--- src/acr_defines.svh ---
`ifndef ACR_DEFINES_SVH
`define ACR_DEFINES_SVH

// ---------------------------------------------------------------
// Offsets and reset values
// ---------------------------------------------------------------
`define ACR_OFS_PAGE 8'h00
`define ACR_OFS_SWRST 8'h01
`define ACR_OFS_PWR 8'h02
`define ACR_OFS_PB 8'h03
`define ACR_PAGE_ZERO 8'h00
`define ACR_RST_PAGE 8'h00
`define ACR_RST_PWR 8'h0e
`define ACR_RST_PB 8'h20

// ---------------------------------------------------------------
// Field positions
// ---------------------------------------------------------------
`define ACR_SWRST_BIT 0
`define ACR_PWR_PDM_BIT 7
`define ACR_PWR_LDO_BIT 6
`define ACR_PWR_RSV_HI 5
`define ACR_PWR_RSV_LO 4
`define ACR_PWR_ISNS_BIT 3
`define ACR_PWR_VSNS_BIT 2
`define ACR_PWR_MODE_HI 1
`define ACR_PWR_MODE_LO 0
`define ACR_PB_RO_BIT 7
`define ACR_PB_DCB_BIT 6
`define ACR_PB_LVL_HI 5
`define ACR_PB_LVL_LO 1
`define ACR_PB_RSV_BIT 0
`define ACR_LVL_MIN 5'h01
`define ACR_LVL_MAX 5'h1c

`endif

--- src/acr_pkg.sv ---
package acr_pkg;
   typedef enum logic [1:0] {
      ACR_MODE_ACTIVE = 2'b00,
      ACR_MODE_MUTE = 2'b01,
      ACR_MODE_SHUTDOWN = 2'b10,
      ACR_MODE_DIAG = 2'b11
   } acr_mode_t;

   typedef enum logic [2:0] {
      ACR_ST_SHUTDOWN = 3'b000,
      ACR_ST_MUTE = 3'b001,
      ACR_ST_ACTIVE = 3'b010,
      ACR_ST_DIAG = 3'b011,
      ACR_ST_DIAG_ONLY = 3'b100
   } acr_state_t;
endpackage

--- src/acr_mode_seq.sv ---
`include "acr_defines.svh"

module acr_mode_seq (
   input wire logic clk,
   input wire logic reset,
   input acr_pkg::acr_mode_t mode,
   input wire logic diag_only_req,
   input wire logic diag_done,
   output logic diag_only_ack,
   output acr_pkg::acr_state_t state
);
   import acr_pkg::*;

   acr_state_t state_r;
   acr_state_t state_nxt;
   logic diag_seen_r;
   logic in_diag;

   assign state = state_r;
   assign in_diag = (state_r == ACR_ST_DIAG) || (state_r == ACR_ST_DIAG_ONLY);
   // A diagnostics-only request waits for any running diagnostics
   assign diag_only_ack = diag_only_req && !in_diag;

   // ---------------------------------------------------------------
   // Next state
   // ---------------------------------------------------------------
   always_comb begin
      state_nxt = state_r;
      unique case (state_r)
         ACR_ST_DIAG, ACR_ST_DIAG_ONLY: begin
            if (diag_done) begin
               state_nxt = ACR_ST_SHUTDOWN;
               if (state_r == ACR_ST_DIAG) begin
                  state_nxt = ACR_ST_ACTIVE;
               end
            end
         end
         ACR_ST_SHUTDOWN, ACR_ST_MUTE, ACR_ST_ACTIVE: begin
            if (diag_only_req) begin
               state_nxt = ACR_ST_DIAG_ONLY;
            end else begin
               unique case (mode)
                  ACR_MODE_ACTIVE: state_nxt = ACR_ST_ACTIVE;
                  ACR_MODE_MUTE: state_nxt = ACR_ST_MUTE;
                  ACR_MODE_SHUTDOWN: state_nxt = ACR_ST_SHUTDOWN;
                  ACR_MODE_DIAG: begin
                     state_nxt = diag_seen_r ? ACR_ST_ACTIVE : ACR_ST_DIAG;
                  end
               endcase
            end
         end
         default: state_nxt = ACR_ST_SHUTDOWN;
      endcase
   end

   always_ff @(posedge clk) begin
      if (reset) begin
         state_r <= ACR_ST_SHUTDOWN;
      end else begin
         state_r <= state_nxt;
      end
   end

   // Diagnostics run once per entry into mode 11b, not in a loop
   always_ff @(posedge clk) begin
      if (reset || mode != ACR_MODE_DIAG) begin
         diag_seen_r <= 1'b0;
      end else if (state_r == ACR_ST_DIAG && diag_done) begin
         diag_seen_r <= 1'b1;
      end
   end
endmodule

--- src/acr_register_bank.sv ---
`include "acr_defines.svh"

module acr_register_bank (
   input wire logic clk,
   input wire logic reset,
   input wire logic [7:0] reg_addr,
   input wire logic [7:0] reg_wdata,
   input wire logic reg_wr,
   input wire logic reg_rd,
   output logic [7:0] reg_rdata,
   output logic reg_rvalid,
   input wire logic diag_done,
   output logic [7:0] page_sel,
   output acr_pkg::acr_state_t amp_state,
   output logic diag_run,
   output logic isense_pd,
   output logic vsense_pd,
   output logic pdm_serial_en,
   output logic dc_block_bypass,
   output logic [4:0] amp_level,
   output logic amp_level_valid,
   output logic soft_reset_pulse
);
   import acr_pkg::*;

   // ---------------------------------------------------------------
   // Decode
   // ---------------------------------------------------------------
   // The page selector answers on every page; the rest only on page 0
   function automatic logic hit(input logic [7:0] addr,
                                input logic [7:0] page,
                                input logic [7:0] ofs);
      hit = (addr == ofs) &&
            (ofs == `ACR_OFS_PAGE || page == `ACR_PAGE_ZERO);
   endfunction

   logic [7:0] page_r;
   logic soft_reset_r;
   logic [7:0] pwr_r;
   logic load_diag_only_r;
   logic [7:0] pb_r;
   logic [7:0] reg_rdata_r;
   logic reg_rvalid_r;
   logic [7:0] rdata_nxt;
   logic hit_page;
   logic hit_swrst;
   logic hit_pwr;
   logic hit_pb;
   logic regs_clear;
   logic diag_only_ack;
   acr_state_t seq_state;

   assign hit_page = hit(reg_addr, page_r, `ACR_OFS_PAGE);
   assign hit_swrst = hit(reg_addr, page_r, `ACR_OFS_SWRST);
   assign hit_pwr = hit(reg_addr, page_r, `ACR_OFS_PWR);
   assign hit_pb = hit(reg_addr, page_r, `ACR_OFS_PB);
   // Power-on and soft reset share one path so defaults cannot drift
   assign regs_clear = reset || soft_reset_r;

   // ---------------------------------------------------------------
   // Page selector
   // ---------------------------------------------------------------
   always_ff @(posedge clk) begin
      if (regs_clear) begin
         page_r <= `ACR_RST_PAGE;
      end else if (reg_wr && hit_page) begin
         page_r <= reg_wdata;
      end
   end

   // ---------------------------------------------------------------
   // Soft reset
   // ---------------------------------------------------------------
   // Held for one cycle, in which every register returns to default
   always_ff @(posedge clk) begin
      if (reset) begin
         soft_reset_r <= 1'b0;
      end else if (soft_reset_r) begin
         // A second write in the reset cycle is lost like any other
         soft_reset_r <= 1'b0;
      end else if (reg_wr && hit_swrst && reg_wdata[`ACR_SWRST_BIT]) begin
         soft_reset_r <= 1'b1;
      end else begin
         soft_reset_r <= 1'b0;
      end
   end

   // ---------------------------------------------------------------
   // Power control
   // ---------------------------------------------------------------
   always_ff @(posedge clk) begin
      if (regs_clear) begin
         pwr_r <= `ACR_RST_PWR;
      end else if (reg_wr && hit_pwr) begin
         // Bit 6 lives in its own self-clearing flop
         pwr_r <= reg_wdata & ~(8'h01 << `ACR_PWR_LDO_BIT);
      end
   end

   // A new request in the acknowledging cycle wins over the clear
   always_ff @(posedge clk) begin
      if (regs_clear) begin
         load_diag_only_r <= 1'b0;
      end else if (reg_wr && hit_pwr && reg_wdata[`ACR_PWR_LDO_BIT]) begin
         load_diag_only_r <= 1'b1;
      end else if (diag_only_ack) begin
         load_diag_only_r <= 1'b0;
      end
   end

   // ---------------------------------------------------------------
   // Playback configuration
   // ---------------------------------------------------------------
   always_ff @(posedge clk) begin
      if (regs_clear) begin
         pb_r <= `ACR_RST_PB;
      end else if (reg_wr && hit_pb) begin
         pb_r <= reg_wdata & ~(8'h01 << `ACR_PB_RO_BIT);
      end
   end

   // ---------------------------------------------------------------
   // Read path
   // ---------------------------------------------------------------
   always_comb begin
      rdata_nxt = 8'h00;
      if (hit_page) begin
         rdata_nxt = page_r;
      end else if (hit_swrst) begin
         // Upper bits are read-only zero
         rdata_nxt = {7'h00, soft_reset_r};
      end else if (hit_pwr) begin
         rdata_nxt = pwr_r;
         rdata_nxt[`ACR_PWR_LDO_BIT] = load_diag_only_r;
      end else if (hit_pb) begin
         rdata_nxt = pb_r;
      end
   end

   always_ff @(posedge clk) begin
      if (reset) begin
         reg_rdata_r <= 8'h00;
      end else if (reg_rd) begin
         reg_rdata_r <= rdata_nxt;
      end
   end

   always_ff @(posedge clk) begin
      if (reset) begin
         reg_rvalid_r <= 1'b0;
      end else begin
         reg_rvalid_r <= reg_rd;
      end
   end

   // ---------------------------------------------------------------
   // Operating mode
   // ---------------------------------------------------------------
   acr_mode_seq u_mode_seq (
      .clk(clk),
      .reset(regs_clear),
      .mode(acr_mode_t'(pwr_r[`ACR_PWR_MODE_HI:`ACR_PWR_MODE_LO])),
      .diag_only_req(load_diag_only_r),
      .diag_done(diag_done),
      .diag_only_ack(diag_only_ack),
      .state(seq_state)
   );

   // ---------------------------------------------------------------
   // Outputs
   // ---------------------------------------------------------------
   assign reg_rdata = reg_rdata_r;
   assign reg_rvalid = reg_rvalid_r;
   assign page_sel = page_r;
   assign amp_state = seq_state;
   assign diag_run = (seq_state == ACR_ST_DIAG) ||
                     (seq_state == ACR_ST_DIAG_ONLY);
   assign isense_pd = pwr_r[`ACR_PWR_ISNS_BIT];
   assign vsense_pd = pwr_r[`ACR_PWR_VSNS_BIT];
   assign pdm_serial_en = pwr_r[`ACR_PWR_PDM_BIT];
   assign dc_block_bypass = pb_r[`ACR_PB_DCB_BIT];
   assign amp_level = pb_r[`ACR_PB_LVL_HI:`ACR_PB_LVL_LO];
   // Reserved codes are flagged, not clamped: the host owns the choice
   assign amp_level_valid = (amp_level >= `ACR_LVL_MIN) &&
                            (amp_level <= `ACR_LVL_MAX);
   assign soft_reset_pulse = soft_reset_r;

   logic wr_page_other;
   assign wr_page_other = reg_wr && hit_page && !soft_reset_r;

   // ---------------------------------------------------------------
   // Sequencer checks
   // ---------------------------------------------------------------
   logic [1:0] mode_field;
   assign mode_field = pwr_r[`ACR_PWR_MODE_HI:`ACR_PWR_MODE_LO];
endmodule

--- config.mk ---
export PLATFORM = sky130hd
export DESIGN_NAME = acr_register_bank
export DESIGN_NICKNAME = d
export VERILOG_FILES = /design/src/acr_pkg.sv /design/src/acr_mode_seq.sv /design/src/acr_register_bank.sv
export VERILOG_INCLUDE_DIRS = /design/src /design/src/src
export SDC_FILE = /design/constraint.sdc
export NUM_CORES = 1
export LEC_CHECK = 0
export ABC_CLOCK_PERIOD_IN_PS = 1600
export BUFFER_PORTS_ARGS = -buffer_cell sky130_fd_sc_hd__buf_2
export CELL_PAD_IN_SITES_DETAIL_PLACEMENT = 2
export CELL_PAD_IN_SITES_GLOBAL_PLACEMENT = 2
export CORE_ASPECT_RATIO = 1.4
export CORE_MARGIN = 5
export CORE_UTILIZATION = 26
export DETAILED_ROUTE_END_ITERATION = 12
export GPL_ROUTABILITY_DRIVEN = 0
export PLACE_DENSITY = 0.81
export SYNTH_ARGS = -nofsm -noshare
export SYNTH_HDL_FRONTEND = slang
export SYNTH_SLANG_ARGS = --single-unit
export TNS_END_PERCENT = 100
--- constraint.sdc ---
create_clock -name clk -period 1.6 [get_ports clk]
set_input_delay 0.08 -clock clk [delete_from_list [all_inputs] [get_ports clk]]
set_output_delay 0.08 -clock clk [all_outputs]
set_load 0.02 [all_outputs]
==> tab_implementation.tex, run 1 <==
\begin{tabular}{lr}
\hline
Metric & Value \\
\hline
\multicolumn{2}{l}{\textbf{Outcome}} \\
\quad Run status & finished with violations \\
\quad Violations in the final reports & setup timing \\
\multicolumn{2}{l}{\textbf{GRT}} \\
\quad Tot GR Track Use & 16.1\% \\
\quad Global-route wire length before repair & 10.5 mm \\
\quad Pin count of the biggest net entering global routing & 24 \\
\quad Via count of the first global-routing pass & 1981 \\
\quad GR Overflow Total & 0 \\
\quad Number of antenna violations at the first check in global routing & 0 \\
\multicolumn{2}{l}{\textbf{Synthesis}} \\
\quad Number of different library cells in the post-synthesis netlist & 38 \\
\quad Sequential element share of the synthesized area & 42.2\% \\
\quad XOR/XNOR Fraction of Synth Area & 0\% \\
\quad Mean Syn Cell Area & 8.65 sq um \\
\quad Combinational family with the most area after synthesis & simple AND/OR/NAND/NOR gates \\
\quad Top FF cell, synth & sky130\_fd\_sc\_hd\_\_dfxtp\_1 \\
\quad Fraction of the mapped netlist area in simple logic gates & 26.9\% \\
\quad Top cell type's share of synthesized area & 42.2\% \\
\quad Number of cells produced by synthesis & 203 \\
\quad Dominant cells by area after synthesis & sky130\_fd\_sc\_hd\_\_dfxtp\_1, sky130\_fd\_sc\_hd\_\_nand3\_1, sky130\_fd\_sc\_hd\_\_a21oi\_1 \\
\quad Synth Cell Area & 0.00176 sq mm \\
\quad Adder-cell area share of the yosys netlist & 0.713\% \\
\quad Cell taking the most area after synthesis & sky130\_fd\_sc\_hd\_\_dfxtp\_1 \\
\quad Proportion of synthesized area in mux cells & 0.570\% \\
\quad Number of synthesized flops with an enable pin & 0 \\
\quad Total of flip-flops plus latches after synthesis & 37 \\
\quad Synthesis warning total & 0 \\
\quad Total nets after synthesis & 225 \\
\quad Synthesized-area fraction occupied by ao, oa, aoi and oai cells & 22.7\% \\
\quad Dominant cell by count in the synthesized netlist & sky130\_fd\_sc\_hd\_\_dfxtp\_1 \\
\quad Share of flip-flops with an asynchronous set or reset & 0\% \\
\quad Synth top cells by count & sky130\_fd\_sc\_hd\_\_dfxtp\_1, sky130\_fd\_sc\_hd\_\_nand3\_1, sky130\_fd\_sc\_hd\_\_a21oi\_1 \\
\multicolumn{2}{l}{\textbf{Floorplan}} \\
\quad Row Count & 35 \\
\quad Count of boundary I/O pins & 53 \\
\quad Y dimension of the die & 107 um \\
\quad Die outline area & 0.00852 sq mm \\
\quad Width of the chip & 79.4 um \\
\quad Effective utilization at floorplan & 26.7\% \\
\quad Core footprint & 0.00657 sq mm \\
\multicolumn{2}{l}{\textbf{STA}} \\
\quad Post-Route Hold Slack & 0.0633 ns \\
\quad RSZ-0062 raised after global routing & true \\
\quad Highest achievable clock rate & 0.615 GHz \\
\quad Setup violators final & 6 \\
\quad Final Max Tran Viols & 0 \\
\quad Final Hold Viols & 0 \\
\quad Slew headroom & 66.7\% \\
\quad Clock tree skew after final layout & 0.00898 ns \\
\quad Minimum period implied by the final worst setup slack & 1.63 ns \\
\quad Actual transition at the worst max-transition pin & 0.498 ns \\
\quad Min setup slack post-route & -0.0267 ns \\
\quad Fraction of the cycle the final worst path needs & 102\% \\
\multicolumn{2}{l}{\textbf{Drt}} \\
\quad Antenna Nets Post-Route & 0 \\
\quad Via/cell ratio & 5.42 \\
\quad DRT Wirelength & 7.02 mm \\
\quad Overall via count from detail\_route & 1870 \\
\quad Count of routing violations after the opening detailed-route iteration & 41 \\
\quad Residual DRC count & 0 \\
\quad Drt pass-1 iters & 4 \\
\quad WL per Instance & 20.4 um \\
\multicolumn{2}{l}{\textbf{Setup path}} \\
\quad Ordered list of cells on the worst path & nor4\_4 -> buf\_4 -> nand4\_1 -> o311ai\_4 -> buf\_4 -> o22ai\_2 \\
\quad R2r worst-path depth & 6 \\
\quad Crit path largest cell delay & 0.34 ns \\
\quad Required time of the critical path & 1.77 ns \\
\quad Cell family with the largest share of critical-path delay & simple AND/OR/NAND/NOR gates \\
\quad Critical path capture point type & flop \\
\quad Critical path start-end classification & flop to flop \\
\quad Cell with the biggest individual delay on the critical path & sky130\_fd\_sc\_hd\_\_dfxtp\_2 \\
\quad Max FO, Critical Path & 5 \\
\quad Depth of the critical timing path with buffers and inverters included & 6 \\
\quad Data arrival at the endpoint of the critical path & 1.79 ns \\
\quad Most used cell, CP & sky130\_fd\_sc\_hd\_\_buf\_4 \\
\quad CP startpoint kind & flop \\
\quad Buffering stage count on the worst path with inverters included & 2 \\
\multicolumn{2}{l}{\textbf{Finish}} \\
\quad Cell Count, Final, Fillers Out & 345 \\
\quad Proportion of layout cells with a drive suffix above 1 & 42.8\% \\
\quad Post-layout utilization of the core & 36.8\% \\
\quad Summed area of non-filler cells in the final layout & 0.00242 sq mm \\
\quad Count of antenna diodes in the layout & 0 \\
\quad Number of nets in the finished design & 292 \\
\quad Synthesis-to-finish area growth & 37.8\% \\
\multicolumn{2}{l}{\textbf{Clock network}} \\
\quad Hold-fix buffers at CTS & 0 \\
\quad \# H-tree levels & 2 \\
\quad Cell at the root of the clock tree & sky130\_fd\_sc\_hd\_\_clkbuf\_8 \\
\quad Clock tree from TritonCTS & built \\
\quad Post-CTS clock slew at the launch and capture registers of the worst setup and hold paths & 0.07 ns \\
\quad Max Buffers Root-to-Sink & 2 \\
\quad Number of sinks handled by clock tree synthesis & 37 \\
\quad Clock Latency Late Sink & 0.30 ns \\
\quad Number of buffers created by CTS & 5 \\
\multicolumn{2}{l}{\textbf{Placement}} \\
\quad Post-detail-place hpwl & 4.91 mm \\
\quad Worst setup slack after placement & -0.110 ns \\
\quad DP Cell Count & 331 \\
\quad Port Buf Inserts & 52 \\
\quad Post-detailed-placement cell area & 0.00219 sq mm \\
\multicolumn{2}{l}{\textbf{Power and ir drop}} \\
\quad Power Dens Cells & 716 mW/mm\^{}2 \\
\quad VDD IR-drop max & 0.290 mV \\
\quad Static leakage & 0.945 nW \\
\multicolumn{2}{l}{\textbf{Flow run}} \\
\quad \# Max-Cap Violations & 0 \\
\multicolumn{2}{l}{\textbf{Hold path}} \\
\quad Path type of the worst min-delay path & input pin to flop \\
\quad Worst hold path depth & 3 \\
\hline
\end{tabular}
[cells in the final DEF (no fill, tap or decap), types with 4 or more instances in the layout]
cell and n:
sky130_fd_sc_hd__clkbuf_8 5, sky130_fd_sc_hd__o21ai_1 7, sky130_fd_sc_hd__dfxtp_2 4, sky130_fd_sc_hd__nand3_1 25, sky130_fd_sc_hd__o22ai_1 6, sky130_fd_sc_hd__nor2_1 8, sky130_fd_sc_hd__buf_4 21, sky130_fd_sc_hd__a31oi_1 7
sky130_fd_sc_hd__nor2b_1 7, sky130_fd_sc_hd__a21oi_1 14, sky130_fd_sc_hd__nand2_1 13, sky130_fd_sc_hd__a22oi_1 6, sky130_fd_sc_hd__buf_2 52, sky130_fd_sc_hd__a21oi_2 6, sky130_fd_sc_hd__dfxtp_1 33, sky130_fd_sc_hd__o21ai_2 7
[layout make-up]
| cell class | count | area, sq um |
|---|---|---|
| clock buffer | 6 | 72.6 |
| clock inverter | 2 | 10.0 |
| fill | 750 | 4150 |
| inverter | 3 | 11.3 |
| multi-input combinational | 145 | 987 |
| sequential | 37 | 746 |
| tap | 74 | 92.6 |
| timing repair buffer | 78 | 500 |
[worst reg2reg max path, stage by stage (launching register included)]
cell and delay, ns:
sky130_fd_sc_hd__dfxtp_2 0.34, sky130_fd_sc_hd__nor4_4 0.26, sky130_fd_sc_hd__buf_4 0.15, sky130_fd_sc_hd__nand4_1 0.19, sky130_fd_sc_hd__o311ai_4 0.30, sky130_fd_sc_hd__buf_4 0.19, sky130_fd_sc_hd__o22ai_2 0.07
[path summary, 6_finish.rpt]
check,end,start,slack [ns]
hold reg to reg,pwr_r[4],pwr_r[4],0.48
hold / removal,page_sel[4],reg_wdata[4],0.06
setup reg to reg,reg_rdata[5],page_sel[4],-0.03
setup / recovery,reg_rdata[5],page_sel[4],-0.03
[sequential cells by signal, summed over array words and instances, names as in the netlist]
name and flops:
u_mode_seq.state 3, pb_r 7, u_mode_seq.diag_seen_r 1, reg_rvalid 1, page_sel 8, load_diag_only_r 1
pwr_r 7, reg_rdata 8, soft_reset_pulse 1
[metrics by stage]
stage               power [mW]  setup TNS (ns)
CTS                       1.73          -0.286
floorplan                 1.01               0
global placement          1.08         -0.0672
global route              1.80          -0.948
detailed placement        1.08          -0.554
finish                    1.73          -0.102
[where the power goes]
group	internal [mW]	switching (mW)	total, mW
Combinational	0.0509	0.0979	0.149
Sequential	0.925	0.00235	0.927
Clock	0.302	0.354	0.656
Total	1.28	0.454	1.73
[layer usage]
metal | part of all wire (%) | up-vias | routed length (um) | track usage, %
li1 | - | 886 | - | -
met1 | 39 | 945 | 2710 | 16.6
met2 | 57 | 31 | 4000 | 30.9
met3 | 3.1 | 8 | 215 | 3.11
met4 | 1.5 | 0 | 104 | 6.14
met5 | 0 | - | 0 | 0
[cells by family after synthesis]
group           count (synthesis)
compound gates                 63
fa+ha+maj                       1
flops                          37
buf+inv                        21
simple gates                   80
mux                             1
[what timing repair did]
item,in CTS,in global routing
buffers inserted,2,4
pin swaps,3,9
gates resized for setup,6,36
endpoints found under the setup margin,9,23
Power figures use the tool's default switching activity.
==> run 2, diff against run 1 <==
Settings changed: ABC_AREA set to 1, CORE_UTILIZATION 26 to 25, CTS_CLUSTER_DIAMETER set to 50.
==> run 2 against run 1 <==
Against the previous run: the flow now finishes without violations; critical path depth stayed put; non-clock buffer count is 22 lower; worst setup slack better by 0.16 ns; register-to-register slack better by 0.16 ns; final area is 8.6% lower.
==> tab_implementation.tex, run 2 <==
\begin{tabular}{lr}
\hline
Metric & Value \\
\hline
\multicolumn{2}{l}{\textbf{Drt}} \\
\quad DRT Wirelength & 6.14 mm (was 7.02 mm) \\
\quad WL per Instance & 15.9 um (was 20.4 um) \\
\quad Via/cell ratio & 4.78 (was 5.42) \\
\quad Antenna Nets Post-Route & 0 (unchanged) \\
\quad Residual DRC count & 0 (unchanged) \\
\quad Drt pass-1 iters & 4 (unchanged) \\
\quad Overall via count from detail\_route & 1850 (was 1870) \\
\quad Count of routing violations after the opening detailed-route iteration & 63 (was 41) \\
\multicolumn{2}{l}{\textbf{Hold path}} \\
\quad Path type of the worst min-delay path & input pin to flop (unchanged) \\
\multicolumn{2}{l}{\textbf{Synthesis}} \\
\quad Dominant cell by count in the synthesized netlist & sky130\_fd\_sc\_hd\_\_a21oi\_1 (was sky130\_fd\_sc\_hd\_\_dfxtp\_1) \\
\quad Synthesis warning total & 0 (unchanged) \\
\quad Fraction of the mapped netlist area in simple logic gates & 26.1\% (was 26.9\%) \\
\quad Number of different library cells in the post-synthesis netlist & 27 (was 38) \\
\quad Cell taking the most area after synthesis & sky130\_fd\_sc\_hd\_\_dfxtp\_1 (unchanged) \\
\quad Mean Syn Cell Area & 7.53 sq um (was 8.65 sq um) \\
\quad Total nets after synthesis & 261 (was 225) \\
\quad Synthesized-area fraction occupied by ao, oa, aoi and oai cells & 21.1\% (was 22.7\%) \\
\quad Adder-cell area share of the yosys netlist & 0.695\% (was 0.713\%) \\
\quad Top cell type's share of synthesized area & 41.2\% (was 42.2\%) \\
\quad Synth Cell Area & 0.00180 sq mm (was 0.00176 sq mm) \\
\quad Proportion of synthesized area in mux cells & 0\% (was 0.570\%) \\
\quad Dominant cells by area after synthesis & sky130\_fd\_sc\_hd\_\_dfxtp\_1, sky130\_fd\_sc\_hd\_\_a21oi\_1, sky130\_fd\_sc\_hd\_\_nand2\_1 (was sky130\_fd\_sc\_hd\_\_dfxtp\_1, sky130\_fd\_sc\_hd\_\_nand3\_1, sky130\_fd\_sc\_hd\_\_a21oi\_1) \\
\quad Total of flip-flops plus latches after synthesis & 37 (unchanged) \\
\quad Sequential element share of the synthesized area & 41.2\% (was 42.2\%) \\
\quad Top FF cell, synth & sky130\_fd\_sc\_hd\_\_dfxtp\_1 (unchanged) \\
\quad Combinational family with the most area after synthesis & simple AND/OR/NAND/NOR gates (unchanged) \\
\quad Number of cells produced by synthesis & 239 (was 203) \\
\quad Number of synthesized flops with an enable pin & 0 (unchanged) \\
\quad Share of flip-flops with an asynchronous set or reset & 0\% (unchanged) \\
\quad Synth top cells by count & sky130\_fd\_sc\_hd\_\_a21oi\_1, sky130\_fd\_sc\_hd\_\_dfxtp\_1, sky130\_fd\_sc\_hd\_\_nand2\_1 (was sky130\_fd\_sc\_hd\_\_dfxtp\_1, sky130\_fd\_sc\_hd\_\_nand3\_1, sky130\_fd\_sc\_hd\_\_a21oi\_1) \\
\quad XOR/XNOR Fraction of Synth Area & 0\% (unchanged) \\
\multicolumn{2}{l}{\textbf{Finish}} \\
\quad Summed area of non-filler cells in the final layout & 0.00221 sq mm (was 0.00242 sq mm) \\
\quad Count of antenna diodes in the layout & 0 (unchanged) \\
\quad Commonest cells after routing, fill and taps aside & sky130\_fd\_sc\_hd\_\_buf\_2, sky130\_fd\_sc\_hd\_\_a21oi\_1, sky130\_fd\_sc\_hd\_\_nand2\_1, sky130\_fd\_sc\_hd\_\_dfxtp\_1, sky130\_fd\_sc\_hd\_\_inv\_1 (was sky130\_fd\_sc\_hd\_\_buf\_2, sky130\_fd\_sc\_hd\_\_dfxtp\_1, sky130\_fd\_sc\_hd\_\_nand3\_1) \\
\quad Synthesis-to-finish area growth & 22.9\% (was 37.8\%) \\
\quad Most frequent standard cell in the layout excluding fill and tap cells & sky130\_fd\_sc\_hd\_\_buf\_2 (unchanged) \\
\quad Number of nets in the finished design & 313 (was 292) \\
\quad Proportion of layout cells with a drive suffix above 1 & 28.1\% (was 42.8\%) \\
\multicolumn{2}{l}{\textbf{Clock network}} \\
\quad Clock Latency Late Sink & 0.30 ns (about the same) \\
\quad Max Buffers Root-to-Sink & 2 (unchanged) \\
\quad Number of sinks handled by clock tree synthesis & 37 (unchanged) \\
\quad \# H-tree levels & 2 (unchanged) \\
\quad Post-CTS clock slew at the launch and capture registers of the worst setup and hold paths & 0.09 ns (was 0.07 ns) \\
\quad Clock tree from TritonCTS & built (unchanged) \\
\quad Number of buffers created by CTS & 5 (unchanged) \\
\quad Post-CTS setup buffers & 0 (was 2) \\
\quad Cell at the root of the clock tree & sky130\_fd\_sc\_hd\_\_clkbuf\_8 (unchanged) \\
\multicolumn{2}{l}{\textbf{Floorplan}} \\
\quad Y dimension of the die & 110 um (was 107 um) \\
\quad Width of the chip & 81.7 um (was 79.4 um) \\
\quad Die outline area & 0.00902 sq mm (was 0.00852 sq mm) \\
\quad Effective utilization at floorplan & 25.8\% (was 26.7\%) \\
\quad Count of boundary I/O pins & 53 (unchanged) \\
\quad Core footprint & 0.00698 sq mm (was 0.00657 sq mm) \\
\quad Row Count & 36 (was 35) \\
\multicolumn{2}{l}{\textbf{GRT}} \\
\quad Pin count of the biggest net entering global routing & 20 (was 24) \\
\quad Via count of the first global-routing pass & 2031 (was 1981) \\
\quad Tot GR Track Use & 14.6\% (was 16.1\%) \\
\quad Global-route wire length before repair & 9.83 mm (was 10.5 mm) \\
\quad GR Overflow Total & 0 (unchanged) \\
\quad Number of antenna violations at the first check in global routing & 0 (unchanged) \\
\multicolumn{2}{l}{\textbf{Setup path}} \\
\quad Max FO, Critical Path & 13 (was 5) \\
\quad Critical path capture point type & flop (unchanged) \\
\quad R2R setup slack & 0.13 ns (was -0.03 ns) \\
\quad CP startpoint kind & flop (unchanged) \\
\quad Required time of the critical path & 1.78 ns (was 1.77 ns) \\
\quad Critical path start-end classification & flop to flop (unchanged) \\
\quad Data arrival at the endpoint of the critical path & 1.65 ns (was 1.79 ns) \\
\multicolumn{2}{l}{\textbf{Flow run}} \\
\quad \# Max-Cap Violations & 0 (unchanged) \\
\multicolumn{2}{l}{\textbf{STA}} \\
\quad Clock tree skew after final layout & 0.0178 ns (was 0.00898 ns) \\
\quad Final Max Tran Viols & 0 (unchanged) \\
\quad Minimum period implied by the final worst setup slack & 1.47 ns (was 1.63 ns) \\
\quad Final setup TNS & 0 ns (was -0.102 ns) \\
\quad Highest achievable clock rate & 0.681 GHz (was 0.615 GHz) \\
\quad Fraction of the cycle the final worst path needs & 91.8\% (was 102\%) \\
\quad Final Hold Viols & 0 (unchanged) \\
\quad Setup violators final & 0 (was 6) \\
\quad RSZ-0062 raised after global routing & false (was true) \\
\quad Post-Route Hold Slack & 0.0697 ns (was 0.0633 ns) \\
\quad Slew headroom & 76.4\% (was 66.7\%) \\
\quad Min setup slack post-route & 0.132 ns (was -0.0267 ns) \\
\quad Actual transition at the worst max-transition pin & 0.353 ns (was 0.498 ns) \\
\multicolumn{2}{l}{\textbf{Placement}} \\
\quad Worst setup slack after placement & 0.120 ns (was -0.110 ns) \\
\quad Post-detail-place hpwl & 5.00 mm (was 4.91 mm) \\
\quad Post-detailed-placement cell area & 0.00211 sq mm (was 0.00219 sq mm) \\
\quad Port Buf Inserts & 52 (unchanged) \\
\multicolumn{2}{l}{\textbf{Power and ir drop}} \\
\quad Static leakage & 0.934 nW (was 0.945 nW) \\
\quad VDD IR-drop max & 0.345 mV (was 0.290 mV) \\
\quad Power Dens Cells & 786 mW/mm\^{}2 (was 716 mW/mm\^{}2) \\
\multicolumn{2}{l}{\textbf{Outcome}} \\
\quad Run status & finished, final reports clean (was finished with violations) \\
\hline
\end{tabular}
[run 2: cell types whose count changed after synthesis, sizes merged, moves of 7 or more]
cell | previous run | this run
nor2b | 7 | 0
nand2 | 13 | 40
a21oi | 20 | 39
o22ai | 7 | 0
nor2 | 8 | 23
inv | 3 | 24
o21ai | 16 | 30
clkbuf | 8 | 1
a31oi | 7 | 0
nand3 | 27 | 18
[run 2: metrics by stage]
step	total power [mW]	instances	util, %
floorplan	1.04	239	-
global placement	1.10	378	30.2
detailed placement	1.11	378	30.2
CTS	1.76	387	31.6
global route	1.81	387	31.7
finish	1.74	387	31.7
[run 2: path summary, 6_finish.rpt]
kind / startpoint / endpoint / depth (start not counted)
setup / recovery: page_sel[2] / pwr_r[4] / 6
hold / removal: reg_wdata[7] / pwr_r[7] / 3
setup reg to reg: page_sel[2] / pwr_r[4] / 6
hold reg to reg: u_mode_seq.diag_seen_r / u_mode_seq.diag_seen_r / 2
[run 2: report_power, final]
| part | leakage [nW] | switching, mW | internal [mW] |
|---|---|---|---|
| registers | 0.300 | 0.00569 | 0.932 |
| logic | 0.590 | 0.0997 | 0.0487 |
| clock network | 0.0439 | 0.349 | 0.301 |
| total | 0.934 | 0.455 | 1.28 |
[run 2: critical path: stages, from the launching register on]
cell	delay (ns)
sky130_fd_sc_hd__dfxtp_1	0.34
sky130_fd_sc_hd__nor2_1	0.10
sky130_fd_sc_hd__nand2_1	0.09
sky130_fd_sc_hd__nor2_4	0.18
sky130_fd_sc_hd__buf_6	0.18
sky130_fd_sc_hd__nand3_4	0.14
sky130_fd_sc_hd__a211oi_1	0.31
[run 2: timing repair]
item / in CTS / in global routing
hold buffers: 1 / 0
gates resized for setup: 0 / 1
setup endpoints to repair: 0 / 4
hold endpoints to repair: 1 / 0
[run 2: cell type report]
type | instances | area [sq um]
repair buffers | 56 | 297
inverters | 27 | 106
multi-input cells | 164 | 862
flip-flops and latches | 37 | 741
clock inverters | 3 | 17.5
fillers | 864 | 4770
well taps | 95 | 119
clock buffers | 5 | 68.8
[run 2: logic make-up after synthesis]
family,after synthesis
buffers and inverters,38
DFF,37
AOI/OAI and AO/OA,73
adders and majority gates,1
and+or+nand+nor,90
[run 2: per-layer routing]
layer,vias up,track usage (%),share of wire [%]
li1,902,-,-
met1,901,16.7,41
met2,40,26.7,53
met3,7,2.44,3.7
met4,0,5.46,2.0
met5,-,0,0
==> run 3, diff against run 2 <==
==> constraint.sdc (replaced) <==
create_clock -name clk -period 1.6 [get_ports clk]
set_input_delay 0.16 -clock clk [delete_from_list [all_inputs] [get_ports clk]]
set_output_delay 0.16 -clock clk [all_outputs]
set_load 0.02 [all_outputs]
==> run 3 against run 2 <==
Against the previous run: final cell count unchanged; worst hold slack better by 0.0080 ns; clock-buffer cell count rose by 2; worst setup slack worse by 0.041 ns.
==> tab_implementation.tex, run 3 (synthesis results as in run 2) <==
\begin{tabular}{lr}
\hline
Metric & Value \\
\hline
\multicolumn{2}{l}{\textbf{Setup path}} \\
\quad Buffering stage count on the worst path with inverters included & 1 (unchanged) \\
\quad Max FO, Critical Path & 6 (was 13) \\
\quad Cell family with the largest share of critical-path delay & simple AND/OR/NAND/NOR gates (unchanged) \\
\quad Data arrival at the endpoint of the critical path & 1.73 ns (was 1.65 ns) \\
\quad CP startpoint kind & flop (unchanged) \\
\quad Ordered list of cells on the worst path & nor2\_1 -> nand2\_1 -> nor2\_4 -> buf\_4 -> nand3\_2 -> o21ai\_1 -> nand2\_1 -> a21oi\_1 (was nor2\_1 -> nand2\_1 -> nor2\_4 -> buf\_6 -> nand3\_4 -> a211oi\_1) \\
\quad Crit path largest cell delay & 0.35 ns (was 0.34 ns) \\
\quad Critical path start-end classification & flop to flop (unchanged) \\
\quad Most used cell, CP & sky130\_fd\_sc\_hd\_\_nand2\_1 \\
\quad Cell with the biggest individual delay on the critical path & sky130\_fd\_sc\_hd\_\_dfxtp\_1 (unchanged) \\
\quad Critical path capture point type & flop (unchanged) \\
\quad Required time of the critical path & 1.83 ns (was 1.78 ns) \\
\multicolumn{2}{l}{\textbf{Finish}} \\
\quad Total area of multi-input combinational cells & 862 sq um (unchanged) \\
\quad Count of antenna diodes in the layout & 0 (unchanged) \\
\quad Number of nets in the finished design & 313 (unchanged) \\
\quad Post-layout utilization of the core & 32.1\% (was 31.7\%) \\
\quad Layout fillers & 839 (was 864) \\
\quad Proportion of layout cells with a drive suffix above 1 & 28.1\% (unchanged) \\
\quad Area taken by flip-flops and latches & 741 sq um (unchanged) \\
\quad Synthesis-to-finish area growth & 24.6\% (was 22.9\%) \\
\quad Most frequent standard cell in the layout excluding fill and tap cells & sky130\_fd\_sc\_hd\_\_buf\_2 (unchanged) \\
\quad Commonest cells after routing, fill and taps aside & sky130\_fd\_sc\_hd\_\_buf\_2, sky130\_fd\_sc\_hd\_\_a21oi\_1, sky130\_fd\_sc\_hd\_\_nand2\_1, sky130\_fd\_sc\_hd\_\_dfxtp\_1, sky130\_fd\_sc\_hd\_\_inv\_1 (unchanged) \\
\multicolumn{2}{l}{\textbf{Clock network}} \\
\quad Number of sinks handled by clock tree synthesis & 37 (unchanged) \\
\quad Max Buffers Root-to-Sink & 2 (unchanged) \\
\quad Clock tree from TritonCTS & built (unchanged) \\
\quad Post-CTS clock slew at the launch and capture registers of the worst setup and hold paths & 0.08 ns (was 0.09 ns) \\
\quad Number of buffers created by CTS & 5 (unchanged) \\
\quad Hold-fix buffers at CTS & 0 (was 1) \\
\quad Clock Latency Late Sink & 0.29 ns (was 0.30 ns) \\
\quad \# H-tree levels & 2 (unchanged) \\
\quad Cell at the root of the clock tree & sky130\_fd\_sc\_hd\_\_clkbuf\_8 (unchanged) \\
\multicolumn{2}{l}{\textbf{Drt}} \\
\quad Drt pass-1 iters & 4 (unchanged) \\
\quad Residual DRC count & 0 (unchanged) \\
\quad DRT Wirelength & 6.23 mm (was 6.14 mm) \\
\quad Antenna Nets Post-Route & 0 (unchanged) \\
\quad WL per Instance & 16.1 um (was 15.9 um) \\
\quad Count of routing violations after the opening detailed-route iteration & 98 (was 63) \\
\quad Overall via count from detail\_route & 1895 (was 1850) \\
\quad Via/cell ratio & 4.90 (was 4.78) \\
\multicolumn{2}{l}{\textbf{GRT}} \\
\quad Tot GR Track Use & 14.0\% (was 14.6\%) \\
\quad Pin count of the biggest net entering global routing & 20 (unchanged) \\
\quad GR Overflow Total & 0 (unchanged) \\
\quad Via count of the first global-routing pass & 1961 (was 2031) \\
\quad Number of antenna violations at the first check in global routing & 0 (unchanged) \\
\quad Global-route wire length before repair & 9.82 mm (was 9.83 mm) \\
\multicolumn{2}{l}{\textbf{Outcome}} \\
\quad Run status & finished, final reports clean (unchanged) \\
\multicolumn{2}{l}{\textbf{STA}} \\
\quad Post-Route Hold Slack & 0.0777 ns (was 0.0697 ns) \\
\quad Highest achievable clock rate & 0.663 GHz (was 0.681 GHz) \\
\quad Fraction of the cycle the final worst path needs & 94.3\% (was 91.8\%) \\
\quad Setup violators final & 0 (unchanged) \\
\quad Final setup TNS & 0 ns (unchanged) \\
\quad Slew headroom & 76.1\% (was 76.4\%) \\
\quad Actual transition at the worst max-transition pin & 0.357 ns (was 0.353 ns) \\
\quad Final Max Tran Viols & 0 (unchanged) \\
\quad Clock tree skew after final layout & 0.00876 ns (was 0.0178 ns) \\
\quad Final Hold Viols & 0 (unchanged) \\
\quad Minimum period implied by the final worst setup slack & 1.51 ns (was 1.47 ns) \\
\multicolumn{2}{l}{\textbf{Flow run}} \\
\quad \# Max-Cap Violations & 0 (unchanged) \\
\multicolumn{2}{l}{\textbf{Placement}} \\
\quad Port Buf Inserts & 52 (unchanged) \\
\quad Post-detail-place hpwl & 4.96 mm (was 5.00 mm) \\
\multicolumn{2}{l}{\textbf{Power and ir drop}} \\
\quad VDD IR-drop max & 0.336 mV (was 0.345 mV) \\
\quad Static leakage & 0.950 nW (was 0.934 nW) \\
\quad Power Total & 1.95 mW (was 1.74 mW) \\
\quad Power Dens Cells & 868 mW/mm\^{}2 (was 786 mW/mm\^{}2) \\
\multicolumn{2}{l}{\textbf{Floorplan}} \\
\quad Row Count & 36 (unchanged) \\
\quad Width of the chip & 81.7 um (unchanged) \\
\quad Effective utilization at floorplan & 25.8\% (unchanged) \\
\quad Count of boundary I/O pins & 53 (unchanged) \\
\quad Y dimension of the die & 110 um (unchanged) \\
\quad Die outline area & 0.00902 sq mm (unchanged) \\
\quad Core footprint & 0.00698 sq mm (unchanged) \\
\multicolumn{2}{l}{\textbf{Hold path}} \\
\quad Path type of the worst min-delay path & input pin to flop (unchanged) \\
\hline
\end{tabular}
-- run 3: report_power, final --
part / leakage [nW] / internal [mW] / switching (mW)
Clock: 0.0585 / 0.509 / 0.352
Sequential: 0.300 / 0.932 / 0.00510
Combinational: 0.592 / 0.0476 / 0.101
Total: 0.950 / 1.49 / 0.457
-- run 3: final timing paths --
| check | start | to | slack, ns | cells after the start |
|---|---|---|---|---|
| max | page_sel[4] | reg_rdata[1] | 0.09 | 8 |
| min | reset | reg_rvalid | 0.08 | 2 |
| min reg2reg | u_mode_seq.diag_seen_r | u_mode_seq.diag_seen_r | 0.47 | 2 |
| max reg2reg | page_sel[4] | reg_rdata[1] | 0.09 | 8 |
-- run 3: routing by layer --
layer  up-vias  wire length, um  track usage [%]
met1       948             2640             16.2
met3         5              202             1.95
met5         -                0                0
li1        906                -                -
met2        36             3320             26.6
met4         0               72             3.56
-- run 3: per-stage QoR --
step | instances | setup WS [ns] | cell area (sq um)
finish | 387 | 0.0910 | 2240
global route | 387 | -0.0113 | 2240
CTS | 386 | 0.0818 | 2230
detailed placement | 378 | 0.139 | 2110
global placement | 378 | 0.179 | 2110
floorplan | 239 | 0.275 | 1800
-- run 3: area by class of cell --
class                   count  share of cell area [%]
multi-input cells         164                    38.4
flip-flops and latches     37                    33.0
repair buffers             56                    13.3
well taps                  95                    5.30
inverters                  27                    4.74
clock buffers               7                    3.85
clock inverters             1                    1.34
-- run 3: worst reg2reg max path: cells and delay by family (launching register included) --
family	cells	cell delay, ns
AOI/OAI and AO/OA	2	0.30
buffers and inverters	1	0.14
and+or+nand+nor	5	0.64
DFF	1	0.35
-- run 3: what timing repair did --
action                                  CTS  global route
gates resized for setup                   0             2
endpoints found under the setup margin    0             7
buffers inserted                          0             1
